$ cat src/hw/mdc_pkg.sv
package mdc_pkg;

   // ----------------------------------------------------------------
   // Register map (byte-wide offsets on the plain register port)
   // ----------------------------------------------------------------
   localparam logic [3:0] TX_SETUP_OFS = 4'hD;
   localparam logic [3:0] DMA_SETUP_OFS = 4'hE;
   localparam logic [3:0] STATUS_OFS = 4'hF;
   localparam logic [3:0] RSA_LO_OFS = 4'h8;
   localparam logic [3:0] RSA_HI_OFS = 4'h9;
   localparam logic [3:0] CMD_OFS = 4'h0;
   localparam logic [3:0] SEED_OFS = 4'hA;

   // ----------------------------------------------------------------
   // Field positions
   // ----------------------------------------------------------------
   localparam int WIDTH_SEL_BIT = 0;
   localparam int LANE_ORDER_BIT = 1;
   localparam int LONG_ADDR_BIT = 2;
   localparam int LSN_BIT = 3;
   localparam int AUTO_RM_BIT = 4;
   localparam int FT_LO_BIT = 5;
   localparam int CRC_BIT = 0;
   localparam int LB_LO_BIT = 1;
   localparam int REMOTE_OFF_BIT = 3;
   localparam int PRIO_BIT = 4;
   localparam int SEND_CMD_BIT = 4;

   // ----------------------------------------------------------------
   // Reset values
   // ----------------------------------------------------------------
   localparam logic [7:0] DMA_SETUP_RST = 8'h04;
   localparam logic [7:0] TX_SETUP_RST = 8'h00;
   localparam logic [15:0] LFSR_RST = 16'hACE1;

   // ----------------------------------------------------------------
   // Thresholds, hashes, backoff
   // ----------------------------------------------------------------
   localparam logic [3:0] FIFO_SPAN_BYTES = 4'hD;
   localparam logic [5:0] HASH_TX_OFF = 6'h3E;
   localparam logic [5:0] HASH_TX_ON = 6'h3F;
   localparam logic [3:0] BACKOFF_CAP_EXP = 4'hA;
   localparam logic [3:0] OFFSET_EXTRA = 4'h3;
   localparam logic [4:0] OFFSET_COLLS = 5'h03;
   localparam int CLK_MHZ = 125;
   localparam int SLOT_TIME_NS = 51200;
   localparam int SLOT_CYCLES = (SLOT_TIME_NS * CLK_MHZ) / 1000;

   // ----------------------------------------------------------------
   // Loopback modes
   // ----------------------------------------------------------------
   typedef enum logic [1:0] {
      MDC_LB_NORMAL = 2'b00,
      MDC_LB_CORE = 2'b01,
      MDC_LB_CODEC = 2'b10,
      MDC_LB_EXT = 2'b11
   } mdc_lb_e;

endpackage

$ cat src/hw/mdc_backoff.sv
`timescale 1ns/1ns
`default_nettype none
// Collision backoff timer: counts whole slot times drawn from an LFSR.
module mdc_backoff
   import mdc_pkg::*;
#(
   parameter int SLOT_CNT = mdc_pkg::SLOT_CYCLES
) (
   // Clock and reset
   input wire logic clock,
   input wire logic sys_rst,
   input wire logic clk_en,
   // Control
   input wire logic coll_pulse,
   input wire logic tx_done,
   input wire logic prio_en,
   input wire logic seed_wr,
   input wire logic [7:0] seed_data,
   // Status
   output logic busy,
   output logic [4:0] coll_count
);

   typedef enum logic [1:0] {
      MDC_BO_IDLE = 2'b00,
      MDC_BO_WAIT = 2'b01
   } mdc_bo_e;

   mdc_bo_e state_r, state_nxt;
   logic [15:0] lfsr_r, lfsr_nxt;
   logic [10:0] slots_r, slots_nxt;
   logic [15:0] cyc_r, cyc_nxt;
   logic [4:0] coll_r, coll_nxt;
   logic busy_r, busy_nxt;
   logic [3:0] exp_v;
   logic [10:0] mask_v;

   // Exponent with the low-priority offset for early collisions
   always_comb begin
      exp_v = (coll_r >= 5'h0A) ? BACKOFF_CAP_EXP : coll_r[3:0] + 4'h1;
      if (prio_en && coll_r < OFFSET_COLLS) begin
         exp_v = (coll_r[3:0] + 4'h1 + OFFSET_EXTRA > BACKOFF_CAP_EXP) ?
            BACKOFF_CAP_EXP : coll_r[3:0] + 4'h1 + OFFSET_EXTRA;
      end
      mask_v = 11'((12'h001 << exp_v) - 12'h001);
   end

   // Next-state logic for the slot timer
   always_comb begin
      state_nxt = state_r;
      lfsr_nxt = {lfsr_r[14:0], lfsr_r[15] ^ lfsr_r[13] ^ lfsr_r[12] ^ lfsr_r[10]};
      slots_nxt = slots_r;
      cyc_nxt = cyc_r;
      coll_nxt = coll_r;
      if (seed_wr) begin
         lfsr_nxt = {lfsr_r[15:8], seed_data | 8'h01};
      end
      unique case (state_r)
         MDC_BO_IDLE: begin
            if (coll_pulse) begin
               slots_nxt = lfsr_r[10:0] & mask_v;
               cyc_nxt = 16'(SLOT_CNT - 1);
               coll_nxt = coll_r + 5'h01;
               state_nxt = MDC_BO_WAIT;
            end
         end
         MDC_BO_WAIT: begin
            // Each unit of delay is one full slot time
            if (slots_r == 11'h000) begin
               state_nxt = MDC_BO_IDLE;
            end else if (cyc_r == 16'h0000) begin
               cyc_nxt = 16'(SLOT_CNT - 1);
               slots_nxt = slots_r - 11'h001;
            end else begin
               cyc_nxt = cyc_r - 16'h0001;
            end
         end
      endcase
      if (tx_done) begin
         coll_nxt = 5'h00;
      end
      busy_nxt = (state_nxt == MDC_BO_WAIT);
   end

   // State registers
   always_ff @(posedge clock or posedge sys_rst) begin
      if (sys_rst) begin
         state_r <= MDC_BO_IDLE;
         lfsr_r <= LFSR_RST;
         slots_r <= 11'h000;
         cyc_r <= 16'h0000;
         coll_r <= 5'h00;
         busy_r <= 1'b0;
      end else if (clk_en) begin
         state_r <= state_nxt;
         lfsr_r <= lfsr_nxt;
         slots_r <= slots_nxt;
         cyc_r <= cyc_nxt;
         coll_r <= coll_nxt;
         busy_r <= busy_nxt;
      end
   end

   assign busy = busy_r; // Registered so the top output comes from a flop
   assign coll_count = coll_r;

   chk_offset_cap: assert property (@(posedge clock) disable iff (sys_rst)
      (clk_en && state_r == MDC_BO_IDLE && coll_pulse && prio_en && coll_r == 5'h00)
      |=> (slots_r <= 11'h00F))
      else $error("offset backoff exceeded 2^4 slots");

endmodule
`default_nettype wire

$ cat src/hw/mdc_top.sv
`timescale 1ns/1ns
`default_nettype none
// Behaviour
// - Transfer-width bit picks byte (0) or word (1) transfers for remote and local DMA.
// - In word mode at most 32k words are addressed and A0 stays low.
// - Byte-order bit 0 puts the MS byte on AD15-8, 1 swaps lanes; ignored in byte mode.
// - Long-address bit 0 gives dual 16-bit addressing, 1 drives A31-A16 from the remote start address.
// - The long-address bit powers up set.
// - Loopback select low enables loopback, together with the loopback mode field.
// - Auto-remove set lets the send command start remote DMA; clear ignores it.
// - Threshold codes 0-3 mean 1,2,4,6 words or 2,4,8,12 bytes.
// - Bus is requested at the receive threshold; the transmit threshold is 13 bytes less it.
// - CRC-inhibit 0 appends the CRC, 1 omits it, in any loopback mode too.
// - Loop mode 00 normal, 01 core, 10 codec with loopback pin high, 11 external.
// - Both loop mode bits power up clear.
// - Remote disable set: hash 62 stops the transmitter, hash 63 or clearing the bit restarts it.
// - Backoff priority set widens backoff to 2^min(3+n,10) slots for the first three collisions.
// - Backoff timing uses a 51.2 us slot time.
module mdc_top
   import mdc_pkg::*;
(
   // Clock and reset
   input wire logic clock,
   input wire logic sys_rst,
   input wire logic clk_en,
   // Register port
   input wire logic [3:0] reg_addr,
   input wire logic [7:0] reg_wdata,
   input wire logic reg_wr,
   input wire logic reg_rd,
   output logic [7:0] reg_rdata,
   // DMA address and data path
   input wire logic [15:0] dma_addr,
   input wire logic [15:0] dma_data_in,
   output logic [31:0] mem_addr,
   output logic [15:0] mem_data,
   output logic word_mode,
   // FIFO levels (bytes) and bus request
   input wire logic [3:0] fifo_level,
   input wire logic fifo_tx_dir,
   output logic bus_req,
   // Receive events, same clock
   input wire logic mcast_hit,
   input wire logic [5:0] mcast_hash,
   // Transmit events, same clock
   input wire logic coll_pulse,
   input wire logic tx_done,
   // Line-side controls
   output logic crc_append,
   output logic [1:0] loop_mode,
   output logic loopback_pin_out,
   output logic tx_enable,
   output logic backoff_busy,
   output logic remote_dma_start
);

   logic [7:0] dma_setup_reg_r, dma_setup_reg_nxt;
   logic [7:0] tx_setup_reg_r, tx_setup_reg_nxt;
   logic [15:0] remote_start_addr_r, remote_start_addr_nxt;
   logic tx_off_r, tx_off_nxt;
   logic [7:0] rdata_r, rdata_nxt;
   logic [31:0] addr_r, addr_nxt;
   logic [15:0] data_r, data_nxt;
   logic bus_req_r, bus_req_nxt;
   logic start_r, start_nxt;
   logic [1:0] lb_r, lb_nxt;
   logic lbpin_r, lbpin_nxt;
   logic crc_r, crc_nxt;
   logic txen_r, txen_nxt;
   logic bo_busy;
   logic [4:0] coll_count;
   logic transfer_width_sel, byte_lane_order_sel, long_addr_sel, loopback_sel_n;
   logic auto_remove, fifo_thresh_lo, fifo_thresh_hi;
   logic loop_mode_lo, loop_mode_hi, remote_tx_disable_en, backoff_priority_en;
   logic [3:0] rx_thresh;

   // ----------------------------------------------------------------
   // Helpers
   // ----------------------------------------------------------------

   // Threshold in bytes; words count double so one compare serves both modes
   function automatic logic [3:0] thresh_bytes(input logic [1:0] code);
      logic [3:0] v;
      v = 4'h2;
      unique case (code)
         2'b00: v = 4'h2;
         2'b01: v = 4'h4;
         2'b10: v = 4'h8;
         2'b11: v = 4'hC;
      endcase
      return v;
   endfunction

   // ----------------------------------------------------------------
   // Field decode
   // ----------------------------------------------------------------
   assign transfer_width_sel = dma_setup_reg_r[WIDTH_SEL_BIT];
   assign byte_lane_order_sel = dma_setup_reg_r[LANE_ORDER_BIT];
   assign long_addr_sel = dma_setup_reg_r[LONG_ADDR_BIT];
   assign loopback_sel_n = dma_setup_reg_r[LSN_BIT];
   assign auto_remove = dma_setup_reg_r[AUTO_RM_BIT];
   assign fifo_thresh_lo = dma_setup_reg_r[FT_LO_BIT];
   assign fifo_thresh_hi = dma_setup_reg_r[FT_LO_BIT + 1];
   assign loop_mode_lo = tx_setup_reg_r[LB_LO_BIT];
   assign loop_mode_hi = tx_setup_reg_r[LB_LO_BIT + 1];
   assign remote_tx_disable_en = tx_setup_reg_r[REMOTE_OFF_BIT];
   assign backoff_priority_en = tx_setup_reg_r[PRIO_BIT];
   assign rx_thresh = thresh_bytes({fifo_thresh_hi, fifo_thresh_lo});

   // ----------------------------------------------------------------
   // Register file
   // ----------------------------------------------------------------

   // Writes and read data; reads are one cycle late, never stalled
   always_comb begin
      dma_setup_reg_nxt = dma_setup_reg_r;
      tx_setup_reg_nxt = tx_setup_reg_r;
      remote_start_addr_nxt = remote_start_addr_r;
      start_nxt = 1'b0;
      rdata_nxt = 8'h00;
      if (reg_wr) begin
         unique case (reg_addr)
            DMA_SETUP_OFS: dma_setup_reg_nxt = {1'b0, reg_wdata[6:0]};
            TX_SETUP_OFS: tx_setup_reg_nxt = {3'b000, reg_wdata[4:0]};
            RSA_LO_OFS: remote_start_addr_nxt[7:0] = reg_wdata;
            RSA_HI_OFS: remote_start_addr_nxt[15:8] = reg_wdata;
            // Send is dropped unless auto-remove is armed
            CMD_OFS: start_nxt = reg_wdata[SEND_CMD_BIT] & auto_remove;
            default: ;
         endcase
      end
      if (reg_rd) begin
         unique case (reg_addr)
            DMA_SETUP_OFS: rdata_nxt = dma_setup_reg_r;
            RSA_LO_OFS: rdata_nxt = remote_start_addr_r[7:0];
            RSA_HI_OFS: rdata_nxt = remote_start_addr_r[15:8];
            STATUS_OFS: rdata_nxt = {2'b00, bo_busy, coll_count[3:0], ~tx_off_r};
            default: rdata_nxt = 8'h00;
         endcase
      end
   end

   // ----------------------------------------------------------------
   // Transmitter disable by multicast hash
   // ----------------------------------------------------------------
   always_comb begin
      tx_off_nxt = tx_off_r;
      if (!remote_tx_disable_en) begin
         tx_off_nxt = 1'b0;
      end else if (mcast_hit && mcast_hash == HASH_TX_OFF) begin
         tx_off_nxt = 1'b1;
      end else if (mcast_hit && mcast_hash == HASH_TX_ON) begin
         tx_off_nxt = 1'b0;
      end
      // A write clearing the enable also releases the transmitter
      if (reg_wr && reg_addr == TX_SETUP_OFS && !reg_wdata[REMOTE_OFF_BIT]) begin
         tx_off_nxt = 1'b0;
      end
      txen_nxt = ~tx_off_nxt;
   end

   // ----------------------------------------------------------------
   // Data path: address, lanes, thresholds, line controls
   // ----------------------------------------------------------------
   always_comb begin
      addr_nxt = 32'h0000_0000;
      // Upper lines come from the remote start only in long mode
      if (long_addr_sel) begin
         addr_nxt[31:16] = remote_start_addr_r;
      end
      if (transfer_width_sel) begin
         addr_nxt[15:0] = {dma_addr[15:1], 1'b0};
      end else begin
         addr_nxt[15:0] = dma_addr;
      end
      // Lane swap only means something with a 16-bit bus
      if (transfer_width_sel && byte_lane_order_sel) begin
         data_nxt = {dma_data_in[7:0], dma_data_in[15:8]};
      end else if (transfer_width_sel) begin
         data_nxt = dma_data_in;
      end else begin
         data_nxt = {8'h00, dma_data_in[7:0]};
      end
      if (fifo_tx_dir) begin
         bus_req_nxt = (fifo_level >= 4'(FIFO_SPAN_BYTES - rx_thresh));
      end else begin
         bus_req_nxt = (fifo_level >= rx_thresh);
      end
      // Mode field only acts while loopback select is low
      lb_nxt = loopback_sel_n ? MDC_LB_NORMAL : {loop_mode_hi, loop_mode_lo};
      lbpin_nxt = (lb_nxt == MDC_LB_CODEC);
      crc_nxt = ~tx_setup_reg_r[CRC_BIT];
   end

   // ----------------------------------------------------------------
   // State registers
   // ----------------------------------------------------------------
   always_ff @(posedge clock or posedge sys_rst) begin
      if (sys_rst) begin
         dma_setup_reg_r <= DMA_SETUP_RST;
         tx_setup_reg_r <= TX_SETUP_RST;
         remote_start_addr_r <= 16'h0000;
         tx_off_r <= 1'b0;
         rdata_r <= 8'h00;
         addr_r <= 32'h0000_0000;
         data_r <= 16'h0000;
         bus_req_r <= 1'b0;
         start_r <= 1'b0;
         lb_r <= MDC_LB_NORMAL;
         lbpin_r <= 1'b0;
         crc_r <= 1'b1;
         txen_r <= 1'b1;
      end else if (clk_en) begin
         dma_setup_reg_r <= dma_setup_reg_nxt;
         tx_setup_reg_r <= tx_setup_reg_nxt;
         remote_start_addr_r <= remote_start_addr_nxt;
         tx_off_r <= tx_off_nxt;
         rdata_r <= rdata_nxt;
         addr_r <= addr_nxt;
         data_r <= data_nxt;
         bus_req_r <= bus_req_nxt;
         start_r <= start_nxt;
         lb_r <= lb_nxt;
         lbpin_r <= lbpin_nxt;
         crc_r <= crc_nxt;
         txen_r <= txen_nxt;
      end
   end

   // Backoff engine
   mdc_backoff u_backoff (
      .clock(clock),
      .sys_rst(sys_rst),
      .clk_en(clk_en),
      .coll_pulse(coll_pulse),
      .tx_done(tx_done),
      .prio_en(backoff_priority_en),
      .seed_wr(reg_wr && reg_addr == SEED_OFS),
      .seed_data(reg_wdata),
      .busy(bo_busy),
      .coll_count(coll_count)
   );

   assign reg_rdata = rdata_r;
   assign mem_addr = addr_r;
   assign mem_data = data_r;
   assign word_mode = transfer_width_sel;
   assign bus_req = bus_req_r;
   assign remote_dma_start = start_r;
   assign loop_mode = lb_r;
   assign loopback_pin_out = lbpin_r;
   assign crc_append = crc_r;
   assign tx_enable = txen_r;
   assign backoff_busy = bo_busy;

   // ----------------------------------------------------------------
   // Checks
   // ----------------------------------------------------------------
   chk_word_a0_low: assert property (@(posedge clock) disable iff (sys_rst)
      (clk_en && transfer_width_sel) |=> (mem_addr[0] == 1'b0))
      else $error("A0 high in word mode");
   chk_long_upper: assert property (@(posedge clock) disable iff (sys_rst)
      (clk_en && !long_addr_sel) |=> (mem_addr[31:16] == 16'h0000))
      else $error("upper address driven in dual mode");
   chk_lane_swap: assert property (@(posedge clock) disable iff (sys_rst)
      (clk_en && transfer_width_sel && byte_lane_order_sel)
      |=> (mem_data == {$past(dma_data_in[7:0]), $past(dma_data_in[15:8])}))
      else $error("lanes not swapped");
   chk_send_gate: assert property (@(posedge clock) disable iff (sys_rst)
      (clk_en && reg_wr && reg_addr == CMD_OFS && !auto_remove) |=> !remote_dma_start)
      else $error("send executed without auto-remove");
   chk_codec_pin: assert property (@(posedge clock) disable iff (sys_rst)
      (clk_en && !loopback_sel_n)
      |=> (loopback_pin_out == ($past({loop_mode_hi, loop_mode_lo}) == MDC_LB_CODEC)))
      else $error("loopback pin mismatch");
   chk_loop_norm: assert property (@(posedge clock) disable iff (sys_rst)
      (clk_en && loopback_sel_n) |=> (loop_mode == MDC_LB_NORMAL))
      else $error("loopback active with select high");
   chk_tx_kill: assert property (@(posedge clock) disable iff (sys_rst)
      (clk_en && remote_tx_disable_en && mcast_hit && mcast_hash == HASH_TX_OFF && !reg_wr)
      |=> !tx_enable)
      else $error("hash 62 did not disable transmitter");
   chk_crc_follow: assert property (@(posedge clock) disable iff (sys_rst)
      clk_en |=> (crc_append == !$past(tx_setup_reg_r[CRC_BIT])))
      else $error("crc append not following inhibit");
   chk_rx_thresh: assert property (@(posedge clock) disable iff (sys_rst)
      (clk_en && !fifo_tx_dir && fifo_level < rx_thresh) |=> !bus_req)
      else $error("bus request below threshold");
   chk_tx_thresh: assert property (@(posedge clock) disable iff (sys_rst)
      (clk_en && fifo_tx_dir && fifo_level >= FIFO_SPAN_BYTES - rx_thresh) |=> bus_req)
      else $error("no bus request at transmit threshold");
   chk_send_fire: assert property (@(posedge clock) disable iff (sys_rst)
      (clk_en && reg_wr && reg_addr == CMD_OFS && reg_wdata[SEND_CMD_BIT] && auto_remove) |=> remote_dma_start)
      else $error("send not executed with auto-remove set");
   chk_tx_wake: assert property (@(posedge clock) disable iff (sys_rst)
      (clk_en && mcast_hit && mcast_hash == HASH_TX_ON) |=> tx_enable)
      else $error("hash 63 did not enable transmitter");
   chk_byte_hi_zero: assert property (@(posedge clock) disable iff (sys_rst)
      (clk_en && !transfer_width_sel) |=> (mem_data[15:8] == 8'h00))
      else $error("upper lane driven in byte mode");

endmodule
`default_nettype wire

$ cat config.mk
export PLATFORM = sky130hd
export DESIGN_NAME = mdc_top
export DESIGN_NICKNAME = d
export VERILOG_FILES = /design/src/hw/mdc_pkg.sv /design/src/hw/mdc_backoff.sv /design/src/hw/mdc_top.sv
export SDC_FILE = /design/constraint.sdc
export NUM_CORES = 1
export LEC_CHECK = 0
export ABC_CLOCK_PERIOD_IN_PS = 4900
export BUFFER_PORTS_ARGS = -buffer_cell sky130_fd_sc_hd__buf_4
export CORE_ASPECT_RATIO = 0.75
export CORE_MARGIN = 1
export CORE_UTILIZATION = 51
export CTS_CLUSTER_DIAMETER = 50
export DETAILED_ROUTE_END_ITERATION = 6
export HOLD_SLACK_MARGIN = 0.02
export PLACE_DENSITY = 0.78
export SYNTH_ARGS = -nofsm -noshare
export SYNTH_HDL_FRONTEND = slang
export SYNTH_SLANG_ARGS = --single-unit
$ cat constraint.sdc
create_clock -name clock -period 4.9 [get_ports clock]
set_input_delay 0.98 -clock clock [delete_from_list [all_inputs] [get_ports clock]]
set_output_delay 0.98 -clock clock [all_outputs]
set_load 0.05 [all_outputs]
==> flow_metrics.tcl <==
set metrics [dict create \
    status "finished clean" \
    path_clk_slew_ps 60 \
    setup_viol 0 \
    power_density_mw_per_mm2 454 \
    async_flop_share 1.00 \
    setup_slack_ps 1510 \
    dr.pass1.iters 6 \
    synth_area_mm2 0.00721 \
    grt_pass1_wl_mm 29.8 \
    max_freq_mhz 295 \
    drtIter0Drc 549 \
    cts_tree "built" \
    instances_no_fill 978 \
    hold_viol 0 \
    dp_cells 946 \
    tightest_slew_ps 1150 \
    gr-usage-met3 0.0852 \
    grtUsageMet2 0.383 \
    wirelength_mm 18.2 \
    fin_nets 865 \
    fin_hold_ws_ps 423 \
    ys_ff_latch 143 \
    root_buffer "clkbuf_16" \
    maxCapViolations 0 \
    relSlewSlack 0.227 \
    fin_tns_setup_ps 0 \
    cts_buffer_depth 2 \
    insertion_delay_ps 430 \
    netlist.area_leader.share 0.458 \
    busiest_layer "met2" \
    timing.clock.skew_ps 11.4 \
    ioPinCount 128 \
    yosys_warnings 0 \
    ant_nets 0 \
    start_kind "flip-flop" \
    critPathRequiredTime_ps 5200 \
    avgSynthCellArea_um2 10.6 \
    ctsHoldBuffers 0 \
    cts_post_setup_buffers_inserted 0 \
    synth_flop_cell "dfrtp_1" \
    numCtsBuffers 17 \
    syn_to_final_growth_pct 22.6 \
    io_buffer_count 127 \
    die_w_um 139 \
    synth_edf_count 0 \
    ys_seq_area_frac 0.498 \
    num_rows 37 \
    wl_per_cell_um 18.6 \
    dp_slack_ps 1590 \
    vias 5854 \
    cts_sinks 143 \
    vdd_drop_max_mv 0.303 \
    drive_gt1_frac 0.300 \
    syn-num-nets 754 \
    synth_top_area_cell "dfrtp_1" \
    ys_types 69 \
    leakagePower_nw 3.98 \
    path_max_fanout 16 \
    initial_core_util 0.524 \
    core_mm2 0.0137 \
    dieArea_mm2 0.0146 \
    diodes 0 \
    htreeDepth 4 \
    viasPerCell 5.99 \
    synthTopCellsByArea "dfrtp_1 (46%), mux2_2 (7.8%), mux2i_1 (5.0%), dfstp_2 (4.0%), nor2_1 (3.1%)" \
    grt_max_degree 116 \
    grt_use_total 0.263 \
    hp-class "reg2reg" \
    dp_hpwl_mm 12.9 \
    grt_antenna_before_repair 0 \
    routabilityCongestion 0.917 \
    grt.met1_usage 0.368 \
    post_cts_resized 0 \
    drc_errors 0 \
    gr-total-overflow 0 \
    period_needed_ps 3390 \
    grt_pass1_vias 5792 \
    rsz0062_at_grt "false" \
    end_kind "flip-flop" \
    drv_slew 0 \
    worstSetupPathType "reg2reg" \
    post-route-period-util 0.693 \
    syn_inst 679 \
    worstPathArrival_ps 3690 \
    die_h_um 105 \
]
kinds of logic (layout without fill, tap and decap cells):
group / Yosys count / after routing / share of synthesized area
AOI/OAI and AO/OA: 178 / 178 / 0.170
xor gates and xnor gates: 14 / 14 / 0.0170
adders and majority gates: 12 / 12 / 0.0208
buffers and inverters: 66 / 190 / 0.0385
DFF: 143 / 143 / 0.498
muxes: 86 / 86 / 0.128
and+or+nand+nor: 180 / 180 / 0.127
cells in the mapped netlist, drive strengths merged (3+ instances only):
library cell	count
a211oi	4
a21boi	3
a21o	5
a21oi	34
a22o	24
a22oi	4
a31oi	8
and2	6
buf	9
clkbuf	29
dfrtp	132
dfstp	11
ha	12
inv	28
mux2	50
mux2i	36
nand2	34
nand2b	7
nand3	16
nand4	4
nor2	60
nor2b	7
nor3	16
nor4	5
o2111ai	4
o211ai	4
o21a	3
o21ai	39
o22ai	10
o2bb2ai	9
o31ai	10
or2	5
or3	6
or4	5
xnor2	9
xor2	5
placed cells by master, fill, tap and decap left out, types with 5 or more instances in the layout:
cell | Yosys | final
nand3_1 | 16 | 16
o22ai_1 | 10 | 10
nand2_1 | 34 | 34
mux2_2 | 50 | 50
a21oi_1 | 34 | 34
inv_1 | 28 | 27
buf_4 | 1 | 130
nor2_1 | 60 | 60
xor2_1 | 5 | 5
mux2i_1 | 36 | 36
xnor2_1 | 9 | 9
o21ai_0 | 37 | 37
a22o_1 | 23 | 23
clkbuf_16 | 0 | 17
ha_1 | 12 | 12
inv_6 | 0 | 7
dfstp_2 | 11 | 11
nand2b_1 | 7 | 7
dfrtp_1 | 132 | 132
o2bb2ai_1 | 9 | 9
a31oi_1 | 8 | 8
nor3_1 | 14 | 14
or3_1 | 5 | 5
nor2b_1 | 7 | 7
and2_1 | 5 | 5
o31ai_1 | 10 | 10
where the power goes:
part / total (W) / switching (W) / internal, W
sequential: 0.00163 / 0.000214 / 0.00141
combinational: 0.00106 / 0.000631 / 0.000427
clock: 0.00133 / 0.000559 / 0.000767
total: 0.00401 / 0.00140 / 0.00261
through the flow:
stage / utilization / cell area (µm²) / power (W)
2_1_floorplan: - / 7210 / 0.00235
3_3_place_gp: 0.599 / 8240 / 0.00264
3_5_place_dp: 0.599 / 8240 / 0.00269
4_1_cts: 0.643 / 8840 / 0.00402
5_1_grt: 0.643 / 8840 / 0.00421
6_report: 0.643 / 8840 / 0.00401
cell type report:
type | count | area (µm²)
Clock inverter | 15 | 178
Fill cell | 1079 | 4910
Sequential cell | 143 | 3590
Multi-Input combinational cell | 470 | 3340
Clock buffer | 17 | 425
Tap cell | 175 | 219
Timing Repair Buffer | 130 | 976
Inverter | 28 | 110
routing by layer:
metal | routed length [µm] | share of wire
met1 | 8030 | 0.44
met2 | 8190 | 0.45
met3 | 1570 | 0.086
met4 | 367 | 0.020
met5 | 0 | 0
final timing paths:
check,from,to,slack (ps),cells after the start
max,u_backoff.coll_count[0],u_backoff.slots_r[8],1510,12
min,tx_setup_reg_r[0],crc_append,420,1
max reg2reg,u_backoff.coll_count[0],u_backoff.slots_r[8],1510,12
min reg2reg,tx_setup_reg_r[0],crc_append,420,1
max in group asynchronous,sys_rst,mem_addr[8],3130,3
min in group asynchronous,sys_rst,mem_data[10],780,2
sequential cells by signal, indices dropped and copies added, names as in the netlist:
| name | cells |
|---|---|
| dma_setup_reg_r | 7 |
| remote_start_addr_r | 16 |
| u_backoff.state_r | 2 |
| tx_setup_reg_r | 5 |
| tx_off_r | 1 |
| u_backoff.busy | 1 |
| u_backoff.cyc_r | 16 |
| loopback_pin_out | 1 |
| crc_append | 1 |
| mem_addr | 32 |
| reg_rdata | 8 |
| bus_req | 1 |
| tx_enable | 1 |
| mem_data | 16 |
| u_backoff.coll_count | 5 |
| loop_mode | 2 |
| remote_dma_start | 1 |
| u_backoff.lfsr_r | 16 |
| u_backoff.slots_r | 11 |
critical path, cell delays in order, from the launching register on:
cell	delay, ps
dfrtp_1	630
inv_1	140
ha_1	450
a21boi_0	120
o22ai_1	210
o211ai_1	170
o22ai_1	430
nand2_1	110
ha_1	340
inv_1	180
a211oi_1	70
a221oi_1	300
o31ai_1	110
No activity file was read; power rests on OpenSTA's default activity.
